===== config.mk =====
export PLATFORM = sky130hd
export DESIGN_NAME = sram_ctl
export DESIGN_NICKNAME = d
export VERILOG_FILES = /design/src/design/sram_ctl_pkg.sv /design/src/design/sram_ctl.sv
export VERILOG_INCLUDE_DIRS = /design/src /design/src/design
export SDC_FILE = /design/constraint.sdc
export NUM_CORES = 1
export LEC_CHECK = 0
export BUFFER_PORTS_ARGS = -buffer_cell sky130_fd_sc_hd__buf_2
export CAP_MARGIN = 25
export CORE_ASPECT_RATIO = 0.8
export CORE_UTILIZATION = 52
export DETAILED_ROUTE_END_ITERATION = 8
export GPL_TIMING_DRIVEN = 0
export PLACE_DENSITY = 0.79
export SYNTH_ARGS = -nofsm -noshare
export SYNTH_HDL_FRONTEND = slang
export SYNTH_SLANG_ARGS = --single-unit

===== constraint.sdc =====
create_clock -name ref_clk_i -period 2.3 [get_ports ref_clk_i]
set_input_delay 0 -clock ref_clk_i [delete_from_list [all_inputs] [get_ports ref_clk_i]]
set_output_delay 0 -clock ref_clk_i [all_outputs]
set_load 0.05 [all_outputs]

===== src/design/sram_ctl_map.svh =====
// timing counts and reset values for the single-bit static memory controller
// assumes a 40 MHz reference clock (25 ns period)
`ifndef SRAM_CTL_MAP_SVH
`define SRAM_CTL_MAP_SVH

`define CLK_PERIOD_NS 25
// slowest speed grade read cycle time, ns
`define READ_CYCLE_TIME_NS 35
// least time rounds up, never below one cycle
`define READ_CYCLE_CYC (((`READ_CYCLE_TIME_NS + `CLK_PERIOD_NS - 1) / `CLK_PERIOD_NS) < 1 ? 1 : \
  ((`READ_CYCLE_TIME_NS + `CLK_PERIOD_NS - 1) / `CLK_PERIOD_NS))
`define DESELECT_TO_RETENTION_DELAY_NS 0
`define DESELECT_TO_RETENTION_CYC 1
// recovery equals one read cycle time
`define RETENTION_RECOVERY_DELAY_CYC `READ_CYCLE_CYC
// write pulse width (slowest grade) 20 ns
`define WRITE_PULSE_NS 20
`define WRITE_PULSE_CYC (((`WRITE_PULSE_NS + `CLK_PERIOD_NS - 1) / `CLK_PERIOD_NS) < 1 ? 1 : \
  ((`WRITE_PULSE_NS + `CLK_PERIOD_NS - 1) / `CLK_PERIOD_NS))
`define CNT_W 4
`define CELL_INDEX_W 16
`define CELL_INDEX_RST 16'h0000
`endif


===== src/design/sram_ctl_pkg.sv =====
// types for the single-bit static memory controller
// used with sram_ctl_map.svh
package sram_ctl_pkg;
  `include "sram_ctl_map.svh"

  typedef enum logic [5:0] {
    ST_IDLE   = 6'b00_0001,
    ST_SETUP  = 6'b00_0010,
    ST_READ   = 6'b00_0100,
    ST_WRITE  = 6'b00_1000,
    ST_RETAIN = 6'b01_0000,
    ST_RECOV  = 6'b10_0000
  } ctl_state_t;

  typedef struct packed {
    logic valid;
    logic write;
    logic [`CELL_INDEX_W-1:0] cell_index;
    logic wdata;
  } mem_req_t;

  typedef struct packed {
    logic sel_b;
    logic wr_b;
    logic [`CELL_INDEX_W-1:0] cell_index;
    logic din;
  } mem_pins_t;

  typedef struct packed {
    ctl_state_t st;
    logic [`CNT_W-1:0] cnt;
    mem_pins_t pins;
    logic busy;
    logic rvalid;
    logic rdata;
    logic in_retention;
  } ctl_state_all_t;
endpackage


===== src/design/sram_ctl.sv =====
// master for a 64K x 1 asynchronous static memory with separate data in and out
// assumes the memory's output is sampled synchronously; one request at a time
`timescale 1ns/10ps
`include "sram_ctl_map.svh"
module sram_ctl (
  input wire logic ref_clk_i,
  input wire logic rst_b_i,
  input wire sram_ctl_pkg::mem_req_t req_i,
  input wire logic retain_req_i,
  input wire logic mem_q_i,
  output sram_ctl_pkg::mem_pins_t pins_o,
  output logic busy_o,
  output logic rvalid_o,
  output logic rdata_o,
  output logic in_retention_o
);
  import sram_ctl_pkg::*;

  localparam logic [`CNT_W-1:0] READ_CNT = (`CNT_W)'(`READ_CYCLE_CYC);
  localparam logic [`CNT_W-1:0] WRITE_CNT = (`CNT_W)'(`WRITE_PULSE_CYC);
  localparam logic [`CNT_W-1:0] RECOV_CNT = (`CNT_W)'(`RETENTION_RECOVERY_DELAY_CYC);
  localparam logic [`CNT_W-1:0] CNT_ONE = (`CNT_W)'(1);

  // a countdown ends on its last tick; zero ends it too, so a lost load cannot hang the machine
  function automatic logic last_tick(input logic [`CNT_W-1:0] cnt);
    last_tick = (cnt == CNT_ONE) || (cnt == '0);
  endfunction

  ctl_state_all_t s_r;
  ctl_state_all_t s_nxt;

  always_comb begin
    s_nxt = s_r;
    s_nxt.rvalid = 1'b0;
    if (s_r.cnt != '0) begin
      s_nxt.cnt = s_r.cnt - CNT_ONE;
    end
    unique case (s_r.st)
      ST_IDLE: begin
        s_nxt.pins.sel_b = 1'b1;
        s_nxt.pins.wr_b = 1'b1;
        s_nxt.busy = 1'b0;
        if (retain_req_i) begin
          // select already high here, so deselect precedes retention
          s_nxt.st = ST_RETAIN;
          s_nxt.in_retention = 1'b1;
          s_nxt.busy = 1'b1;
        end else if (req_i.valid) begin
          // address and data placed a cycle ahead of any strobe
          s_nxt.pins.cell_index = req_i.cell_index;
          s_nxt.pins.din = req_i.wdata;
          s_nxt.pins.wr_b = 1'b1;
          s_nxt.busy = 1'b1;
          s_nxt.st = ST_SETUP;
          s_nxt.rdata = req_i.write;
        end
      end
      ST_SETUP: begin
        s_nxt.pins.sel_b = 1'b0;
        if (s_r.rdata) begin
          s_nxt.pins.wr_b = 1'b0;
          s_nxt.cnt = WRITE_CNT;
          s_nxt.st = ST_WRITE;
        end else begin
          s_nxt.pins.wr_b = 1'b1;
          s_nxt.cnt = READ_CNT;
          s_nxt.st = ST_READ;
        end
      end
      ST_READ: begin
        if (last_tick(s_r.cnt)) begin
          // sample only after a full read cycle time so the new cell has settled
          s_nxt.rdata = mem_q_i;
          s_nxt.rvalid = 1'b1;
          s_nxt.pins.sel_b = 1'b1;
          s_nxt.st = ST_IDLE;
          s_nxt.busy = 1'b0;
        end
      end
      ST_WRITE: begin
        if (last_tick(s_r.cnt)) begin
          // strobe and select rise together on the same edge; data and address hold past write end
          s_nxt.pins.wr_b = 1'b1;
          s_nxt.pins.sel_b = 1'b1;
          s_nxt.st = ST_IDLE;
          s_nxt.busy = 1'b0;
        end
      end
      ST_RETAIN: begin
        s_nxt.pins.sel_b = 1'b1;
        if (!retain_req_i) begin
          s_nxt.in_retention = 1'b0;
          s_nxt.cnt = RECOV_CNT;
          s_nxt.st = ST_RECOV;
        end
      end
      ST_RECOV: begin
        // select stays high for the whole recovery, so no access can start early
        if (last_tick(s_r.cnt)) begin
          s_nxt.st = ST_IDLE;
          s_nxt.busy = 1'b0;
        end
      end
      default: begin
        s_nxt.st = ST_IDLE;
        s_nxt.pins.sel_b = 1'b1;
        s_nxt.pins.wr_b = 1'b1;
      end
    endcase
  end

  always_ff @(posedge ref_clk_i or negedge rst_b_i) begin
    if (!rst_b_i) begin
      s_r.st <= ST_IDLE;
      s_r.cnt <= '0;
      s_r.pins.sel_b <= 1'b1;
      s_r.pins.wr_b <= 1'b1;
      s_r.pins.cell_index <= `CELL_INDEX_RST;
      s_r.pins.din <= 1'b0;
      s_r.busy <= 1'b0;
      s_r.rvalid <= 1'b0;
      s_r.rdata <= 1'b0;
      s_r.in_retention <= 1'b0;
    end else begin
      s_r <= s_nxt;
    end
  end

  assign pins_o = s_r.pins;
  assign busy_o = s_r.busy;
  assign rvalid_o = s_r.rvalid;
  assign rdata_o = s_r.rdata;
  assign in_retention_o = s_r.in_retention;
endmodule // sram_ctl


# Word level (Yosys, flattened, before mapping)

Index checks and enable logic that the tools add are counted.

Flip-flop bits (word level): 33
Bits in latches: 0
RAM bits: 0
Memory bits (read-only): 0
Input bits: 23
Output and inout bits: 23
Word-level logic and storage cells: 71
Memories: 0

Add/sub/neg operators: 1
Multipliers: 0
Div/mod/pow operators: 0
Magnitude comparators: 0
Equality and inequality tests: 16
Shift-type cells: 0
Mux-type cells: 25
Bitwise operators: 3
Reductions and logical operators: 16

Operators with widths:

| operator             | number |
|---|---|
| $pmux W6 S4          | 1 |
| $mux W18             | 1 |
| $mux W6              | 3 |
| $reduce_and A3 Y1    | 5 |
| $ne A2 B2 Y1 const B | 6 |
| $mux W10             | 1 |
| $mux W1              | 9 |
| $mux W8              | 1 |
| $pmux W1 S4          | 2 |
| $pmux W4 S2          | 1 |
| $eq A6 B1 Y1 const B | 1 |
| $eq A6 B2 Y1 const B | 1 |
| $eq A6 B3 Y1 const B | 1 |
| $eq A6 B4 Y1 const B | 1 |
| $eq A6 B5 Y1 const B | 1 |
| $eq A6 B6 Y1 const B | 1 |
| $reduce_or A3 Y1     | 2 |
| $eq A4 B1 Y1 const B | 1 |
| $logic_not A4 Y1     | 1 |
| $mux W4              | 1 |
| $ne A2 B1 Y1 const B | 2 |
| $pmux W1 S2          | 2 |
| $reduce_and A4 Y1    | 1 |
| $reduce_bool A2 Y1   | 2 |
| other kinds (11)     | 13 |

# Longest topological paths before layout

Depth in word-level cells: 4
Gate-level depth with buffers: 6
Mapped depth without buffers: 6

# Worst setup path before layout

Ideal clock, no wire load.

Path kind: register -> register
From: reg s_r[27] (netlist bit)
To: reg s_r (netlist bit pins_o[10])
Library setup time: 125 ps
Arrival: 1523 ps
Data required time: 2175 ps
Path slack: 652 ps
Cell stages (with the launch flop): 5
Clock period less this slack: 1648 ps
Cell sequence: dfstp_2 > nor2b_1 > nand4b_4 > buf_6 > mux2_4

Longest elaborated chain between the ends: 2

RTL lines:

| item                        | line            | RTL |
|---|---|---|
| from (decl)                 | sram_ctl.sv:29  | `ctl_state_all_t s_r;` |
| from (signal assigned)      | sram_ctl.sv:125 | `s_r <= s_nxt;` |
| $eq A6 B1 Y1                | sram_ctl.sv:38  | `unique case (s_r.st)` |
| $reduce_and A3 Y1 (no line) | --              |  |

Every way passes these cells.
A chain may end at the register's enable or synchronous reset.

# Final worst setup path

From: reg s_r[31] (netlist bit)
To: reg s_r (netlist bit pins_o[12])

Same word-level chain as after synthesis.

==> flow_metrics.tcl <==
set metrics [dict create \
    endpoint_kind "register" \
    maxCapViolations 0 \
    track_usage 0.256 \
    synthCells 144 \
    synth_area_leaders "dfrtp_1 (44%), mux2_4 (8.8%), buf_4 (8.3%), dfstp_2 (4.6%), mux2_2 (4.6%)" \
    antennaDiodeCount 0 \
    firstDrtPassIters 4 \
    synth_top_area_share 0.439 \
    synth_edf_count 0 \
    slew_violations 0 \
    reg2reg_to "pins_o[12]" \
    fin_crit_ns 1.88 \
    clk_latency_ns 0.28 \
    sequentialPowerShare 0.307 \
    io_pins 46 \
    tightest_slew_ns 0.711 \
    area_growth_pct 33.5 \
    p_total_w 0.00343 \
    power-per-cell-area_nw_per_um2 1500 \
    post_drt_wl_per_cell_microns 15.7 \
    critPathRequiredTime_ns 2.47 \
    mostFrequentLayoutCells "buf_2 (46), dfrtp_1 (30), dlygate4sd3_1 (21), buf_4 (19), mux2_4 (10)" \
    postRouteAntennaNets 0 \
    synth-compound-area-share 0.0893 \
    crit_slowest_cell "dfrtp_1" \
    crit_arrival_ns 2.05 \
    viasPerCell 5.41 \
    drive_gt1_frac 0.442 \
    intPower_w 0.00185 \
    cts_max_level 2 \
    clock_sink_count 33 \
    swShare 0.460 \
    p_leak_nw 1.16 \
    antenna_found_initial 0 \
    cp_max_fo 10 \
    instances_no_fill 257 \
    synth_top_family_by_area "simple AND/OR/NAND/NOR gates" \
    crit_end "pins_o[12]" \
    die_h_microns 53.3 \
    place_hpwl_microns 2430 \
    detailroute.via_count 1391 \
    crit_path_max_incr_delay_ns 0.50 \
    cts_buffers 5 \
    start_util 0.550 \
    maxClockFrequency_mhz 533 \
    path_class "register to register" \
    synth_seq_area_share 0.485 \
    mostFrequentLayoutCell "buf_2" \
    relSlewSlack 0.526 \
    setup_violations 0 \
    cts_buffer_depth 2 \
    rows 18 \
    p_clk_frac 0.128 \
    crit_chain "nor4_4, nand4b_4, buf_6, mux2_4" \
    synth_adder_area_share 0.0220 \
    place_congestion 0.858 \
    synth-seq-cells 33 \
    yosys.area.top_type "dfrtp_1" \
    grt_overflow 0 \
    p_sw_w 0.00158 \
    hold_violations 0 \
    synth_ff_type "dfrtp_1" \
    wl_microns 4030 \
    ir_drop_mv 0.884 \
    timing.final.crit_share 0.816 \
    dieArea_sq_um 3520 \
    holdCritPathClass "input port to register" \
    die_x_microns 66.1 \
    clkTransAtPathRegs_ns 0.07 \
    grt_max_degree 34 \
    status "complete, no violations" \
    synth_xor_area_frac 0.0205 \
    finalNetCount 243 \
    setup_tns_ns 0 \
    cp-start-kind "register" \
    combPwrFrac 0.564 \
    muxShareOfSynthArea 0.134 \
    regToRegSetupSlack_ns 0.42 \
    cts_root_buf "clkbuf_8" \
    drc_errors 0 \
    core-area_sq_um 3110 \
    ys_warn_count 0 \
    dp.cells 229 \
    cts_tree "built" \
    async_flop_share 1.00 \
    port_buffers 45 \
    skew_ns 0.00680 \
    ys_types 39 \
    grt_pass1_vias 1334 \
    synthSimpleGateAreaFrac 0.141 \
    initialDrtViolationCount 57 \
    syn_nets 170 \
    timing.rr.start "s_r[31]" \
    r2r_cells 4 \
    grt_setup_unrepaired "false" \
    min_path_cells 2 \
    synth_area_sq_um 1710 \
    grt_first_pass_wirelength_microns 6260 \
    startpoint "s_r[31]" \
    synth_area_per_cell_sq_um 11.9 \
]
Yosys cell counts (all sizes together), types with 2 or more instances:
master,count
nor3b,4
xor2,2
nand3b,4
nor4,3
dfstp,3
buf,21
o22ai,2
o21ai,8
or3,3
a21oi,3
mux2,17
nor3,5
xnor2,2
nand2,4
clkbuf,2
ha,3
nor2,7
dfrtp,30
inv,5
critical path, delay by kind of cell (launching register included):
kind | cells | cell delay (ns)
flops | 1 | 0.50
mux | 1 | 0.32
buf+inv | 1 | 0.24
simple gates | 2 | 0.70
how the worst min path moves through the flow:
stage	start	to
floorplan	rst_b_i	busy_o
finish	req_i[18]	s_r[28]
CTS	req_i[18]	s_r[28]
global placement	rst_b_i	pins_o[6]
global route	req_i[18]	s_r[28]
detailed placement	rst_b_i	pins_o[11]
registers in the layout, summed over array words and instances, names as in the netlist:
name,cells
busy_o,1
pins_o,19
s_r,10
in_retention_o,1
rvalid_o,1
rdata_o,1
per-layer routing:
layer / GRT usage / part of all wire
met1: 0.293 / 0.39
met2: 0.429 / 0.49
met3: 0.0668 / 0.066
met4: 0.167 / 0.056
met5: 0 / 0
layout make-up:
| class | count | area [sq um] |
|---|---|---|
| Timing Repair Buffer | 66 | 435 |
| Inverter | 5 | 18.8 |
| Buffer | 23 | 166 |
| Multi-Input combinational cell | 83 | 694 |
| Sequential cell | 33 | 830 |
| Clock buffer | 7 | 86.3 |
| Tap cell | 40 | 50.0 |
| Fill cell | 211 | 827 |
cell families (layout without fill, tap and decap cells):
logic type | Yosys count | count (layout)
fa+ha+maj | 3 | 3
compound gates | 23 | 23
buf+inv | 28 | 101
flops | 33 | 33
simple gates | 36 | 36
xor+xnor | 4 | 4
mux | 17 | 17
what timing repair did:
action | 4_1_cts | 5_1_grt
buffers inserted | 0 | 0
endpoints found under the hold margin | 49 | 0
hold buffers | 21 | 0
resized for setup | 0 | 0
power by group through the flow:
| stage | Sequential, W | Clock, W | Combinational (W) |
|---|---|---|---|
| 2_1_floorplan | 0.00107 | 0 | 0.00149 |
| 5_1_grt | 0.00108 | 0.000471 | 0.00206 |
| 3_5_place_dp | 0.00105 | 0 | 0.00188 |
| 6_report | 0.00105 | 0.000439 | 0.00193 |
| 4_1_cts | 0.00104 | 0.000442 | 0.00191 |
| 3_3_place_gp | 0.00103 | 0 | 0.00183 |
metrics by stage:
| step | hold WS [ns] | instance area [sq um] | utilization | setup slack (ns) |
|---|---|---|---|---|
| after floorplan | -0.296 | 1710 | - | 0.652 |
| after global placement | 0.0847 | 1980 | 0.638 | 0.540 |
| after detailed placement | 0.102 | 1980 | 0.638 | 0.481 |
| after CTS | 0.0149 | 2280 | 0.734 | 0.472 |
| after global routing | 0.0276 | 2280 | 0.734 | 0.349 |
| final | 0.0266 | 2280 | 0.734 | 0.423 |
(Power assumes the default switching activity.)
